### src/common/bpss_pkg.sv
package bpss_pkg;

  // Register byte offsets on the AXI4-Lite slave.
  localparam logic [7:0] OFS_PWM_CONTROL = 8'h00;
  localparam logic [7:0] OFS_SHUTDOWN_CONTROL = 8'h04;
  localparam logic [7:0] OFS_DEAD_BAND = 8'h08;
  localparam logic [7:0] OFS_BRIDGE_STATUS = 8'h0c;

  // Values after reset.
  localparam logic [1:0] RST_PWM_MODE = 2'h0;
  localparam logic [7:0] RST_SHUTDOWN_CONTROL = 8'h00;
  localparam logic [7:0] RST_DEAD_BAND = 8'h00;

  // Field positions.
  localparam int unsigned MODE_LO = 6;
  localparam int unsigned MODE_HI = 7;
  localparam int unsigned SD_STATUS_BIT = 7;
  localparam int unsigned SD_SRC_LO = 4;
  localparam int unsigned SD_SRC_HI = 6;
  localparam int unsigned SD_AC_LO = 2;
  localparam int unsigned SD_AC_HI = 3;
  localparam int unsigned SD_BD_LO = 0;
  localparam int unsigned SD_BD_HI = 1;
  localparam int unsigned DB_RESTART_BIT = 7;
  localparam int unsigned DB_COUNT_LO = 0;
  localparam int unsigned DB_COUNT_HI = 6;

  // Output configurations; bit 1 is the full-bridge direction.
  localparam logic [1:0] MODE_SINGLE = 2'h0;
  localparam logic [1:0] MODE_FWD = 2'h1;
  localparam logic [1:0] MODE_HALF = 2'h2;
  localparam logic [1:0] MODE_REV = 2'h3;

  // Shutdown source bits and pair states.
  localparam int unsigned SRC_COMP1 = 0;
  localparam int unsigned SRC_COMP2 = 1;
  localparam int unsigned SRC_FAULT = 2;
  localparam logic [1:0] PSS_LOW = 2'h0;
  localparam logic [1:0] PSS_HIGH = 2'h1;

  // Instruction cycle timing: aclk stands for the oscillator.
  localparam int unsigned CLK_PERIOD_PS = 4000;
  localparam int unsigned TOSC_PS = 4000;
  localparam int unsigned TOSC_PER_TCY = 4;
  localparam int unsigned TCY_CYCLES =
    (TOSC_PER_TCY * TOSC_PS + CLK_PERIOD_PS - 1) / CLK_PERIOD_PS;
  localparam int unsigned TCY_W = $clog2(TCY_CYCLES);

  localparam logic [1:0] RESP_OKAY = 2'h0;
  localparam logic [1:0] RESP_SLVERR = 2'h2;

  typedef enum logic {BPSS_RD_IDLE, BPSS_RD_DATA} bpss_rd_t;

endpackage

### src/logic/bpss_top.sv
// Function
// RULE_01: Full bridge drives at most two outputs.
// RULE_02: Forward: output_a on, output_d modulated.
// RULE_03: Reverse: output_c on, output_b modulated.
// RULE_04: New direction takes effect next PWM cycle.
// RULE_05: Unmodulated outputs switch one prescaled tick early.
// RULE_06: Modulated outputs inactive during direction switch.
// RULE_07: No dead band in full bridge.
// RULE_08: Firmware lowers duty before reversing near full.
// RULE_09: Dead band delays only inactive-to-active edges.
// RULE_10: Dead band is seven-bit instruction-cycle count.
// RULE_11: Enabled shutdown event forces outputs immediately.
// RULE_12: Sources: comparator one, two, fault pin.
// RULE_13: Three-bit source select; zero disables.
// RULE_14: Pairs a/c, b/d drive low, high, float.
// RULE_15: Status set by event holds shutdown.
// RULE_16: Status cleared by firmware or auto restart.
// RULE_17: Shutdown spans period; resume at period start.
// RULE_18: Status writes ignored while cause active.
// RULE_19: Restart enable lives in dead-band register bit 7.
// RULE_20: Firmware sets pins as outputs beforehand.
// RULE_21: Source select decode over three sources.
// RULE_22: Pair state: 00 low, 01 high, 1x float.
// RULE_23: Writing status one forces shutdown.
// RULE_24: Dead band above duty keeps output inactive.
// RULE_25: Switch point is last tick before period reset.
// RULE_26: Down-counter loaded at each rising edge.
`timescale 1ns/10ps
module bpss_top
  import bpss_pkg::*;
#(
  parameter int unsigned ADDR_W = 8,
  parameter int unsigned TMR_W = 8,
  parameter int unsigned DB_W = 7
) (
  input wire logic aclk,
  input wire logic aresetn,
  input wire logic s_axi_awvalid,
  output logic s_axi_awready,
  input wire logic [ADDR_W-1:0] s_axi_awaddr,
  input wire logic [2:0] s_axi_awprot,
  input wire logic s_axi_wvalid,
  output logic s_axi_wready,
  input wire logic [31:0] s_axi_wdata,
  input wire logic [3:0] s_axi_wstrb,
  output logic s_axi_bvalid,
  input wire logic s_axi_bready,
  output logic [1:0] s_axi_bresp,
  input wire logic s_axi_arvalid,
  output logic s_axi_arready,
  input wire logic [ADDR_W-1:0] s_axi_araddr,
  input wire logic [2:0] s_axi_arprot,
  output logic s_axi_rvalid,
  input wire logic s_axi_rready,
  output logic [31:0] s_axi_rdata,
  output logic [1:0] s_axi_rresp,
  input wire logic pwm_in,
  input wire logic period_start,
  input wire logic [TMR_W-1:0] tmr_count,
  input wire logic [TMR_W-1:0] period_value,
  input wire logic comp1_in,
  input wire logic comp2_in,
  input wire logic fault_input_n,
  output logic output_a,
  output logic output_b,
  output logic output_c,
  output logic output_d,
  output logic output_a_oe,
  output logic output_b_oe,
  output logic output_c_oe,
  output logic output_d_oe
);

  typedef struct packed {
    logic [2:0] sync1;
    logic [2:0] sync2;
    logic [TCY_W-1:0] tcy_cnt;
    logic [1:0] mode;
    logic [1:0] act_mode;
    logic status;
    logic [2:0] src;
    logic [1:0] pss_ac;
    logic [1:0] pss_bd;
    logic restart;
    logic [DB_W-1:0] db;
    logic hold;
    logic sd;
    logic pwm_prev;
    logic [DB_W-1:0] cnt_a;
    logic [DB_W-1:0] cnt_b;
    logic [3:0] out;
    logic [3:0] oe;
    logic awv;
    logic [ADDR_W-1:0] aw_addr;
    logic wv;
    logic [7:0] wdata;
    logic wlane;
    logic awready;
    logic wready;
    logic bvalid;
    logic [1:0] bresp;
    bpss_rd_t rd;
    logic arready;
    logic [7:0] rdata;
    logic [1:0] rresp;
  } bpss_state_t;

  bpss_state_t q;
  bpss_state_t d;

  logic cause_c;
  logic sd_c;
  logic sw_c;
  logic tcy_en;
  logic wr_fire;
  logic full_c;

  function automatic logic [DB_W-1:0] db_step(
    input logic rise,
    input logic [DB_W-1:0] cur,
    input logic [DB_W-1:0] load,
    input logic tick
  );
    if (rise) begin
      db_step = load;
    end else if (tick && cur != '0) begin
      db_step = cur - 1'b1;
    end else begin
      db_step = cur;
    end
  endfunction

  // Returns {enable, level} for one output pair in shutdown.
  function automatic logic [1:0] pss_drive(input logic [1:0] pss);
    if (pss[1]) begin
      pss_drive = 2'h0;
    end else begin
      pss_drive = {1'b1, pss[0]};
    end
  endfunction

  assign tcy_en = (q.tcy_cnt == TCY_W'(TCY_CYCLES - 1));
  assign cause_c =
    |(q.src & {~q.sync2[2], q.sync2[1:0]}); // RULE_12 RULE_13 RULE_21
  assign sd_c = cause_c | q.status | q.hold; // RULE_11 RULE_15
  assign full_c = q.act_mode[0] && q.mode[0];
  // The switch interval is the whole last timer step before reset.
  assign sw_c = full_c && (q.mode[1] != q.act_mode[1]) &&
    (tmr_count == period_value); // RULE_05 RULE_25
  assign wr_fire = q.awv && q.wv && !q.bvalid;

  always_comb begin
    logic [1:0] drv_ac;
    logic [1:0] drv_bd;
    logic dir_u;
    logic mod_en;
    d = q;
    drv_ac = pss_drive(q.pss_ac);
    drv_bd = pss_drive(q.pss_bd);
    dir_u = 1'b0;
    mod_en = 1'b0;
    d.sync1 = {fault_input_n, comp2_in, comp1_in};
    d.sync2 = q.sync1;
    d.tcy_cnt = tcy_en ? '0 : q.tcy_cnt + 1'b1;

    if (s_axi_awvalid && q.awready) begin
      d.awv = 1'b1;
      d.aw_addr = s_axi_awaddr;
    end
    if (s_axi_wvalid && q.wready) begin
      d.wv = 1'b1;
      d.wdata = s_axi_wdata[7:0];
      d.wlane = s_axi_wstrb[0];
    end
    if (q.bvalid && s_axi_bready) begin
      d.bvalid = 1'b0;
    end

    // Auto restart clears first, so a live cause still wins below.
    if (q.restart && !cause_c) begin
      d.status = 1'b0; // RULE_16 RULE_19
    end

    if (wr_fire) begin
      d.awv = 1'b0;
      d.wv = 1'b0;
      d.bvalid = 1'b1;
      d.bresp = RESP_OKAY;
      case (q.aw_addr)
        OFS_PWM_CONTROL: begin
          if (q.wlane) begin
            d.mode = q.wdata[MODE_HI:MODE_LO]; // RULE_04
          end
        end
        OFS_SHUTDOWN_CONTROL: begin
          if (q.wlane) begin
            d.src = q.wdata[SD_SRC_HI:SD_SRC_LO];
            d.pss_ac = q.wdata[SD_AC_HI:SD_AC_LO];
            d.pss_bd = q.wdata[SD_BD_HI:SD_BD_LO];
            if (q.wdata[SD_STATUS_BIT]) begin
              d.status = 1'b1; // RULE_23
            end else if (!cause_c) begin
              d.status = 1'b0; // RULE_16 RULE_18
            end
          end
        end
        OFS_DEAD_BAND: begin
          if (q.wlane) begin
            d.restart = q.wdata[DB_RESTART_BIT]; // RULE_19
            d.db = q.wdata[DB_COUNT_HI:DB_COUNT_LO]; // RULE_10
          end
        end
        OFS_BRIDGE_STATUS: begin
          d.bresp = RESP_OKAY;
        end
        default: begin
          d.bresp = RESP_SLVERR;
        end
      endcase
    end
    d.awready = !d.awv && !d.bvalid;
    d.wready = !d.wv && !d.bvalid;

    if (cause_c) begin
      d.status = 1'b1; // RULE_15
    end

    case (q.rd)
      BPSS_RD_IDLE: begin
        if (s_axi_arvalid && q.arready) begin
          d.rd = BPSS_RD_DATA;
          d.rresp = RESP_OKAY;
          case (s_axi_araddr)
            OFS_PWM_CONTROL: begin
              d.rdata = {q.mode, 6'h00};
            end
            OFS_SHUTDOWN_CONTROL: begin
              d.rdata = {q.status, q.src, q.pss_ac, q.pss_bd};
            end
            OFS_DEAD_BAND: begin
              d.rdata = {q.restart, q.db};
            end
            OFS_BRIDGE_STATUS: begin
              d.rdata = {q.out, q.sd, q.hold, cause_c, q.act_mode[1]};
            end
            default: begin
              d.rdata = 8'h00;
              d.rresp = RESP_SLVERR;
            end
          endcase
        end
      end
      BPSS_RD_DATA: begin
        if (s_axi_rready) begin
          d.rd = BPSS_RD_IDLE;
        end
      end
      default: begin
        d.rd = BPSS_RD_IDLE;
      end
    endcase
    d.arready = (d.rd == BPSS_RD_IDLE);

    // Mode and direction are double-buffered at the period boundary.
    if (period_start) begin
      d.act_mode = q.mode; // RULE_04 RULE_25
      d.hold = q.status | d.status; // RULE_17
    end else if (d.status) begin
      d.hold = 1'b1; // RULE_17
    end

    d.pwm_prev = pwm_in;
    d.cnt_a = db_step(pwm_in && !q.pwm_prev, q.cnt_a, q.db,
      tcy_en); // RULE_26
    d.cnt_b = db_step(!pwm_in && q.pwm_prev, q.cnt_b, q.db,
      tcy_en); // RULE_26

    d.out = 4'h0;
    d.oe = 4'hf;
    // Drive from the mode just latched, or the old direction flashes back.
    case (d.act_mode)
      MODE_HALF: begin
        // A delay longer than the duty leaves the edge never reached.
        d.out[0] = pwm_in && d.cnt_a == '0; // RULE_09 RULE_24
        d.out[1] = !pwm_in && d.cnt_b == '0; // RULE_09 RULE_24
      end
      MODE_FWD, MODE_REV: begin
        dir_u = sw_c ? q.mode[1] : d.act_mode[1]; // RULE_05
        mod_en = pwm_in && !sw_c; // RULE_06 RULE_07
        d.out[0] = !dir_u; // RULE_02
        d.out[2] = dir_u; // RULE_03
        d.out[3] = !d.act_mode[1] && mod_en; // RULE_01 RULE_02
        d.out[1] = d.act_mode[1] && mod_en; // RULE_01 RULE_03
      end
      default: begin
        d.out[0] = pwm_in;
      end
    endcase

    d.sd = sd_c;
    if (sd_c) begin
      d.oe = {drv_bd[1], drv_ac[1], drv_bd[1], drv_ac[1]}; // RULE_14
      d.out = {drv_bd[0], drv_ac[0], drv_bd[0], drv_ac[0]}; // RULE_22
    end
  end

  always_ff @(posedge aclk) begin
    if (!aresetn) begin
      q <= '0;
      q.sync1[2] <= 1'b1;
      q.sync2[2] <= 1'b1;
      q.mode <= RST_PWM_MODE;
      q.act_mode <= RST_PWM_MODE;
      q.status <= RST_SHUTDOWN_CONTROL[SD_STATUS_BIT];
      q.src <= RST_SHUTDOWN_CONTROL[SD_SRC_HI:SD_SRC_LO];
      q.pss_ac <= RST_SHUTDOWN_CONTROL[SD_AC_HI:SD_AC_LO];
      q.pss_bd <= RST_SHUTDOWN_CONTROL[SD_BD_HI:SD_BD_LO];
      q.restart <= RST_DEAD_BAND[DB_RESTART_BIT];
      q.db <= RST_DEAD_BAND[DB_COUNT_HI:DB_COUNT_LO];
    end else begin
      q <= d;
    end
  end

  assign s_axi_awready = q.awready;
  assign s_axi_wready = q.wready;
  assign s_axi_bvalid = q.bvalid;
  assign s_axi_bresp = q.bresp;
  assign s_axi_arready = q.arready;
  assign s_axi_rvalid = (q.rd == BPSS_RD_DATA);
  assign s_axi_rdata = {24'h000000, q.rdata};
  assign s_axi_rresp = q.rresp;
  assign output_a = q.out[0];
  assign output_b = q.out[1];
  assign output_c = q.out[2];
  assign output_d = q.out[3];
  assign output_a_oe = q.oe[0];
  assign output_b_oe = q.oe[1];
  assign output_c_oe = q.oe[2];
  assign output_d_oe = q.oe[3];
endmodule

### config.mk
export PLATFORM = sky130hd
export DESIGN_NAME = bpss_top
export DESIGN_NICKNAME = d
export VERILOG_FILES = /design/src/common/bpss_pkg.sv /design/src/logic/bpss_top.sv
export SDC_FILE = /design/constraint.sdc
export NUM_CORES = 1
export LEC_CHECK = 0
export ABC_AREA = 1
export BUFFER_PORTS_ARGS = -buffer_cell sky130_fd_sc_hd__buf_2
export CAP_MARGIN = 20
export CORE_ASPECT_RATIO = 1.4
export CORE_MARGIN = 4
export CORE_UTILIZATION = 40
export CTS_BUF_LIST = sky130_fd_sc_hd__clkbuf_2
export CTS_CLUSTER_DIAMETER = 30
export DETAILED_ROUTE_END_ITERATION = 8
export HOLD_SLACK_MARGIN = 0.03
export PLACE_DENSITY_LB_ADDON = 0.05
export SLEW_MARGIN = 20
export SYNTH_ARGS = -nofsm -noshare
export SYNTH_HDL_FRONTEND = slang
export SYNTH_SLANG_ARGS = --single-unit
### constraint.sdc
create_clock -name aclk -period 1.85 [get_ports aclk]
set_input_delay 0.37 -clock aclk [delete_from_list [all_inputs] [get_ports aclk]]
set_output_delay 0.37 -clock aclk [all_outputs]
set_load 0.05 [all_outputs]
## After elaboration in Yosys (flattened, before gate mapping)

Index checks and enable logic that the tools add are counted.

| word-level totals | value |
|---|---|
| output and inout bits | 49 |
| memory bits (writable) | 0 |
| bits of input ports | 86 |
| memories kept | 0 |
| logic and storage cells | 135 |
| ROM bits | 0 |
| flip-flop bits (word level) | 89 |
| latch bits | 0 |

| cells by class | value |
|---|---|
| bitwise logic cells | 8 |
| shift operators | 0 |
| add/subtract/negate cells | 3 |
| order comparisons | 0 |
| divide/modulo/power cells | 0 |
| equality and inequality tests | 12 |
| muxes and demuxes | 34 |
| reductions and logical operators | 47 |
| multipliers | 0 |

Operator list:

| operator | count |
|---|---|
| two-way mux 8 bit | 5 |
| equality test 8 x 4 -> 1 bit (second input constant) | 4 |
| case mux 8 bit (4 select lines) | 1 |
| two-way mux 7 bit | 4 |
| logical AND 1 bit | 21 |
| equality test 8 x 3 -> 1 bit (second input constant) | 2 |
| logical NOT 8 bit | 2 |
| two-way mux 16 bit | 1 |
| logical NOT 7 bit | 2 |
| nonzero test 7 bit | 2 |
| subtractor 7 x 1 -> 7 bit (second input constant) | 2 |
| two-way mux 2 bit | 6 |
| two-way mux 1 bit | 11 |
| logical NOT 1 bit | 10 |
| two-way mux 10 bit | 1 |
| two-way mux 9 bit | 1 |
| AND reduction 3 bit | 3 |
| equality test 8 bit | 1 |
| OR reduction 4 bit | 2 |
| equality test 2 bit (second input constant) | 3 |
| case mux 1 bit (2 select lines) | 3 |
| inverter 1 bit | 4 |
| OR reduction 2 bit | 2 |
| AND 3 bit | 1 |
| 8 further kinds | 10 |

## Longest topological paths before layout

Gate-level depths: netlist of run 1.

| logic depth | value |
|---|---|
| depth in word-level cells | 12 |
| depth in mapped cells | 16 |

## Worst setup path before layout of run 1

No wires, ideal clock.

| path | value |
|---|---|
| path type | register to register |
| start | register q, in the netlist s_axi_bvalid |
| end | register q[60] (netlist bit) |
| path slack | 255 ps |
| arrival | 1470 ps |
| clock period less this slack | 1595 ps |
| path buffers | 0 |
| required time | 1724 ps |
| stages on the path, launching flop included | 12 |
| library setup time | 126 ps |
| path through | dfxtp_1 > inv_1 > nand3_1 > inv_2 > nand2_1 > inv_2 > nand3_4 > clkinv_2 > nand2_1 > nand3_1 > nand2_1 > o21ai_2 |

| on the way | value |
|---|---|
| word-level cells in the longest chain between the ends | 6 |

Ends and longest elaborated chain:

| what | RTL line | text |
|---|---|---|
| start: declaration | bpss_top.sv:108 | `bpss_state_t q;` |
| logical NOT 1 bit (*) | bpss_top.sv:150 | `assign wr_fire = q.awv && q.wv && !q.bvalid;` |
| logical AND 1 bit (*) | bpss_top.sv:150 |  |
| two-way mux 16 bit (*) | bpss_top.sv:184 | `if (wr_fire) begin` |
| two-way mux 1 bit (*) | bpss_top.sv:224 | `if (cause_c) begin` |
| OR 1 bit | bpss_top.sv:267 | `d.hold = q.status \| d.status;` |
| two-way mux 1 bit | bpss_top.sv:265 | `if (period_start) begin` |

Mark *: on every way between the ends. The rest lies on a longest branch, timed or not.
A chain may end at the register's enable or synchronous reset.

## Final worst setup path of run 1

| path | value |
|---|---|
| start | register q[52] (netlist bit) |
| end | register q, in the netlist output_a |

| on the way | value |
|---|---|
| word-level cells in the longest chain between the ends | 8 |

Ends and longest elaborated chain:

| what | RTL line | text |
|---|---|---|
| parallel branches: the longest is 2 deep, another holds subtractor 7 x 1 -> 7 bit | n/a |  |
| two-way mux 7 bit (*) | bpss_top.sv:126 | `end else if (tick && cur != '0) begin` |
| two-way mux 7 bit (*) | bpss_top.sv:124 | `if (rise) begin` |
| logical NOT 7 bit (*) | bpss_top.sv:284 | `d.out[0] = pwm_in && d.cnt_a == '0;` |
| logical AND 1 bit (*) | bpss_top.sv:284 |  |
| case mux 1 bit (2 select lines) (*) | bpss_top.sv:281 | `case (d.act_mode)` |
| two-way mux 8 bit (*) | bpss_top.sv:301 | `if (sd_c) begin` |

Every way passes the cells marked *.

==> flow_metrics.py, run 1 <==
metrics = {
    "worst_hold_path": {
        "hold_path_class": "in2reg",
        "whs_path_depth": 3,
    },
    "grt": {
        "grt_pass1_vias": 3666,
        "gr-usage-all-layers_pct": 17.3,
        "antenna_found_initial": 1,
        "grt_overflow": 0,
        "grt_pass1_wl_mm": 16.6,
        "grt_max_degree": 48,
    },
    "placement": {
        "gp_congestion": 0.777,
        "dpl.hpwl_mm": 7.87,
        "dp.cells": 783,
        "placed_area_um2": 4630,
        "port_buffers": 75,
        "dp_slack_ns": 0.0830,
    },
    "yosys": {
        "ys.flop_type": "dfxtp_1",
        "synthTopCellsByCount": "nand2_1 (119), nor2_1 (87), dfxtp_1 (85)",
        "post-synth-top-count-cell": "nand2_1",
        "ys_types": 46,
        "synth_area_per_cell_um2": 7.27,
        "synth-seq-area-share_pct": 40.3,
        "yosys_warnings": 0,
        "syn-cell-area_um2": 4220,
        "post-synth-top-area-cell": "dfxtp_1",
        "synth_seq_cells": 85,
        "synth_top_area_share_pct": 40.3,
        "synthCells": 581,
        "synth_edf_count": 0,
        "synthTopCellsByArea": "dfxtp_1 (40%), nand2_1 (11%), nor2_1 (7.7%)",
        "async_reset_ff_share_pct": 0,
    },
    "routing": {
        "ant_nets": 0,
        "route.detailed.drc": 0,
        "wl_mm": 10.0,
        "avgRoutedWirePerCell_um": 12.3,
        "vias": 3778,
        "dr.first_iter.drc_count": 107,
        "avgViaCountPerCell": 4.62,
        "first_pass_iters": 5,
    },
    "final_layout": {
        "nets": 765,
        "multiInputGateArea_um2": 2050,
        "seq_area_um2": 1700,
        "final_cells": 818,
        "drive_gt1_share_pct": 24.0,
        "fillCellCount": 1124,
        "design_area_um2": 4950,
        "layout-area-overhead-vs-synth_pct": 17.2,
    },
    "floorplan": {
        "core_area_um2": 10300,
        "dieArea_um2": 12300,
        "die_y_um": 130,
        "start_util_pct": 40.8,
        "io_pins": 135,
        "die_x_um": 94.8,
        "floorplan.rows": 44,
    },
    "cts": {
        "clock_sinks": 85,
        "cts-root-buf": "clkbuf_2",
        "cts_tree": "done",
        "path_clk_slew_ns": 0.21,
        "htree_levels": 3,
        "clock_path_buffers": 2,
        "cts_buffers": 9,
        "clock_latency_ns": 0.52,
    },
    "sta": {
        "timing_hold_violations_final": 0,
        "fin_crit_ns": 1.72,
        "fin_skew_ns": 0.0188,
        "rsz0062_at_grt": "true",
        "maxSlewViolCount": 0,
        "setup_violations": 0,
        "setup_tns_ns": 0,
        "clock.fmax_mhz": 580,
        "setup_ws_ns": 0.125,
        "post-route-period-util_pct": 93.2,
    },
    "power": {
        "p_leak_nw": 2.33,
        "ir_worst_vdd_v": 0.000373,
        "power_density_nw_per_um2": 734,
    },
    "critical_path": {
        "critical-path-max-stage-delay_ns": 0.39,
        "worstPathArrival_ns": 2.21,
        "critPathKind": "reg2reg",
        "worstPathRequired_ns": 2.33,
        "start_kind": "register",
        "rr_worst_depth": 16,
        "cpMaxStageDelayCell": "dfxtp_2",
        "endpoint_kind": "register",
        "crit_chain": "inv_2, ha_1, inv_1, nor2_2, nand3_4, nand2_4, buf_12, nand2_1, nand3_1, nand2_1, nand2_1, nor2_1, nand4_1, nand4_1, nand2_1, inv_1",
        "critPathMostFrequentCell": "nand2_1",
        "rrSetupSlack_ns": 0.13,
        "cp_max_fo": 6,
    },
    "status": {
        "status": "finished, final reports clean",
    },
    "job": {
        "drv_cap": 0,
    },
}
## placed cells by master, fill, tap and decap left out, types with 3 or more instances in the layout
master         instances
nor2_1                85
buf_2                 75
conb_1                26
nand3_2                4
o21ai_2                5
nand2_4                3
clkinv_1               5
o21ai_1                5
nor2_2                 8
nand2_2                5
dfxtp_1               83
nand3_1               25
ha_1                   4
o211ai_1               6
xor2_1                 9
buf_4                 14
nand4_1               11
inv_1                 40
clkbuf_2              11
dlygate4sd3_1         17
a21oi_1               25
nand2_1              118
inv_2                 18
nor4_1                 3
o21ai_0               37
clkinv_2               3
## layout make-up
type                            count  share of cell area [%]
Multi-Input combinational cell    407                    41.4
Antenna cell                        1                  0.0505
Clock buffer                       11                    1.11
Sequential cell                    85                    34.4
Clock inverter                      5                    1.04
Tap cell                          138                    3.49
Timing Repair Buffer              107                    13.5
Inverter                           64                    4.98
## timing repair
action / in CTS / in global routing
setup buffers: 0 / 1
hold buffers: 17 / 0
resized for setup: 0 / 8
hold endpoints to repair: 17 / 0
setup endpoints to repair: 0 / 3
## cell families after synthesis
group | Yosys count | share of synthesized area [%]
mux | 1 | 0.237
other cells | 1 | 0.0888
compound gates | 86 | 11.6
fa+ha+maj | 5 | 1.48
simple gates | 280 | 30.7
flops | 85 | 40.3
buf+inv | 114 | 13.8
xor+xnor | 9 | 1.87
## metrics by stage
| stage | utilization [%] | total power [W] | hold slack, ns |
|---|---|---|---|
| finish | 47.8 | 0.00363 | 0.0911 |
| global route | 47.8 | 0.00386 | 0.0587 |
| CTS | 47.4 | 0.00368 | 0.0305 |
| detailed placement | 44.8 | 0.00272 | 0.402 |
| global placement | 44.8 | 0.00271 | 0.392 |
| floorplan | - | 0.00259 | 0.390 |
## state kept, by name, summed over array words and instances (netlist names)
name	count
output_c	1
output_c_oe	1
output_b_oe	1
s_axi_arready	1
output_b	1
d	3
s_axi_rresp	1
s_axi_wready	1
s_axi_awready	1
s_axi_bresp	1
s_axi_bvalid	1
q	61
output_d	1
s_axi_rvalid	1
output_a	1
s_axi_rdata	8
## critical path: cells and delay by family (launching register included)
| kind | cells | cell delay (ns) |
|---|---|---|
| simple gates | 11 | 0.86 |
| flops | 1 | 0.39 |
| buf+inv | 4 | 0.28 |
| fa+ha+maj | 1 | 0.16 |
## power by group
part / total (W) / leakage, nW / switching [W] / internal [W]
Sequential: 0.00197 / 0.695 / 0.0000519 / 0.00191
Combinational: 0.000754 / 1.56 / 0.000500 / 0.000254
Clock: 0.000914 / 0.0694 / 0.000600 / 0.000314
Total: 0.00363 / 2.33 / 0.00115 / 0.00248
## path summary, 6_finish.rpt
path,startpoint,to
setup / recovery,q[52]$_SDFF_PN0_,output_a$_SDFF_PN0_
hold / removal,s_axi_wdata[2],q[20]$_SDFFE_PN0P_
setup reg to reg,q[52]$_SDFF_PN0_,output_a$_SDFF_PN0_
hold reg to reg,d[84]$_SDFF_PN0_,q[84]$_SDFF_PN0_
## layer usage
metal	part of all wire [%]	global-route usage, %
met2	54	32.5
met3	3.9	2.61
met4	2.1	7.65
met1	40	19.0
met5	0	0
Note: power is estimated with default switching activity, not from simulation.
==> inputs of run 2 (changes only) <==
--- a/config.mk
+++ b/config.mk
@@ -10,7 +10,7 @@
 export CAP_MARGIN = 20
 export CORE_ASPECT_RATIO = 1.4
 export CORE_MARGIN = 4
-export CORE_UTILIZATION = 40
+export CORE_UTILIZATION = 45
 export CTS_BUF_LIST = sky130_fd_sc_hd__clkbuf_2
 export CTS_CLUSTER_DIAMETER = 30
 export DETAILED_ROUTE_END_ITERATION = 8
==> run 2 against run 1 <==
  * Sequential cell count unchanged
  * Die area decreased by 10%
  * Combinational power increased by 2.9%
  * Core utilization increased by 7.2 points
  * Sequential share of layout area decreased by 0.33 points
  * Routed wire length decreased by 2.4%
  * Final cell count decreased by 3.5%
  * First-iteration DRC count increased by 21%
  * Clock power increased by 19%
  * Critical path depth unchanged
  * Largest power group unchanged
==> flow_metrics.py, run 2 (same netlist as run 1, synthesis figures left out) <==
metrics = {
    "grt": {
        "use_met1_pct": 19.1,
        "busiest_layer": "met2",
        "grt_pass1_wl_mm": 15.8,
        "grt_overflow": 0,
        "antenna_found_initial": 1,
        "gr-usage-all-layers_pct": 18.0,
        "grt_max_degree": 48,
        "grtUsageMet2_pct": 34.0,
        "grt_pass1_vias": 3515,
        "grtUsageMet3_pct": 3.25,
    },
    "critical_path": {
        "cp_max_fo": 7,
        "crit_chain": "inv_2, ha_4, inv_2, nor2_4, nand3_4, nand2_4, inv_2, nand2_2, nand3_2, nand2_2, nand2_2, nor2_2, nand4_1, nand4_1, nand2_1, inv_1",
        "worstPathRequired_ns": 2.35,
        "worstPathArrival_ns": 2.24,
        "crit_buf_inv": 4,
        "cpLargestDelayFamily": "simple AND/OR/NAND/NOR gates",
        "critical-path-max-stage-delay_ns": 0.38,
        "start_kind": "register",
        "endpoint_kind": "register",
        "critPathKind": "reg2reg",
        "cpMaxStageDelayCell": "dfxtp_2",
    },
    "final_layout": {
        "final_common_cell": "nand2_1",
        "seq_area_um2": 1700,
        "layout_common_cells": "nand2_1 (112), nor2_1 (84), dfxtp_1 (83)",
        "design_area_um2": 5000,
        "fillCellCount": 869,
        "nets": 767,
        "final_cells": 789,
        "multiInputGateArea_um2": 2090,
        "drive_gt1_share_pct": 26.0,
        "largest_reg_flops": 61,
        "final_core_util_pct": 55.1,
        "layout-area-overhead-vs-synth_pct": 18.4,
        "regMostFlops": "q",
    },
    "sta": {
        "fin_crit_ns": 1.74,
        "hold_slack_ns": 0.0707,
        "setup_violations": 0,
        "clock.fmax_mhz": 576,
        "fin_skew_ns": 0.0256,
        "maxSlewViolCount": 0,
        "timing_hold_violations_final": 0,
        "post-route-period-util_pct": 93.9,
    },
    "floorplan": {
        "die_x_um": 89.9,
        "floorplan.rows": 41,
        "dieArea_um2": 11000,
        "die_y_um": 123,
        "core_area_um2": 9080,
        "start_util_pct": 46.5,
        "io_pins": 135,
    },
    "power": {
        "clockPowerShare_pct": 28.5,
        "internal_power_w": 0.00263,
        "p_leak_nw": 2.36,
        "power.switching_w": 0.00120,
        "power_frac_comb_pct": 20.2,
        "power_density_nw_per_um2": 767,
        "switching_share_pct": 31.3,
        "seq_power_share_pct": 51.3,
        "ir_worst_vdd_v": 0.000454,
    },
    "worst_hold_path": {
        "hold_path_class": "in2reg",
    },
    "cts": {
        "htree_levels": 3,
        "clock_path_buffers": 2,
        "cts-root-buf": "clkbuf_2",
        "clock_sinks": 85,
        "clock_latency_ns": 0.55,
        "path_clk_slew_ns": 0.24,
        "cts_buffers": 9,
        "cts_tree": "done",
    },
    "job": {
        "drv_cap": 0,
    },
    "routing": {
        "avgViaCountPerCell": 4.75,
        "avgRoutedWirePerCell_um": 12.4,
        "vias": 3751,
        "ant_nets": 0,
        "dr.first_iter.drc_count": 130,
        "route.detailed.drc": 0,
        "wl_mm": 9.79,
        "first_pass_iters": 4,
    },
    "placement": {
        "gp_congestion": 0.804,
        "port_buffers": 75,
        "dpl.hpwl_mm": 7.45,
        "placed_area_um2": 4570,
        "dp.cells": 749,
    },
    "status": {
        "status": "finished, final reports clean",
    },
}
## run 2: changes by cell type in the layout (fill, tap and decap cells not counted), sizes merged
cell         change
dlygate4sd3      +1
buf              +1
clkbuf           -1
inv              +1
bufinv           +1
clkinv           -1
## run 2: what timing repair did
item | in CTS | in global routing
buffers inserted | 0 | 5
endpoints found under the setup margin | 0 | 2
hold buffers | 18 | 0
resized for setup | 0 | 24
endpoints found under the hold margin | 18 | 0
## run 2: cell type report
class	count	area share [%]
multi-input combinational	407	41.9
clock inverter	6	1.73
tap	107	2.68
antenna	1	0.0501
clock buffer	10	1.00
inverter	64	4.93
sequential	85	34.1
timing repair buffer	109	13.7
## run 2: worst paths after layout
| path | startpoint | end | slack [ns] | cells after the start |
|---|---|---|---|---|
| worst min-delay path | s_axi_awaddr[1] | q[28]$_SDFFE_PN0P_ | 0.07 | 3 |
| worst max-delay path | q[52]$_SDFF_PN0_ | output_a$_SDFF_PN0_ | 0.11 | 16 |
| worst max register to register | q[52]$_SDFF_PN0_ | output_a$_SDFF_PN0_ | 0.11 | 16 |
| worst min register to register | d[84]$_SDFF_PN0_ | q[84]$_SDFF_PN0_ | 0.43 | 2 |
## run 2: worst min-delay path, stage by stage
cell and delay [ns]:
buf_2 0.07, o21ai_0 0.07, nor2_1 0.10
## run 2: stage by stage
| stage | power [W] | TNS (ns) | worst slack, ns |
|---|---|---|---|
| 2_1_floorplan | 0.00259 | 0 | 0.255 |
| 3_3_place_gp | 0.00270 | 0 | 0.120 |
| 3_5_place_dp | 0.00271 | 0 | 0.0997 |
| 4_1_cts | 0.00383 | 0 | 0.0633 |
| 5_1_grt | 0.00404 | -0.0204 | -0.0204 |
| 6_report | 0.00383 | 0 | 0.113 |
## run 2: per-layer routing
| metal | up-vias | wire (um) |
|---|---|---|
| li1 | 2008 | - |
| met1 | 1659 | 3900 |
| met2 | 68 | 5260 |
| met3 | 16 | 366 |
| met4 | 0 | 265 |
| met5 | - | 0 |
## run 2: power groups by stage
stage	sequential [W]	clock, W	combinational [W]
after floorplan	0.00203	0	0.000553
after global placement	0.00200	0	0.000700
after detailed placement	0.00200	0	0.000711
after CTS	0.00197	0.00112	0.000740
after global routing	0.00198	0.00119	0.000866
final	0.00197	0.00109	0.000776
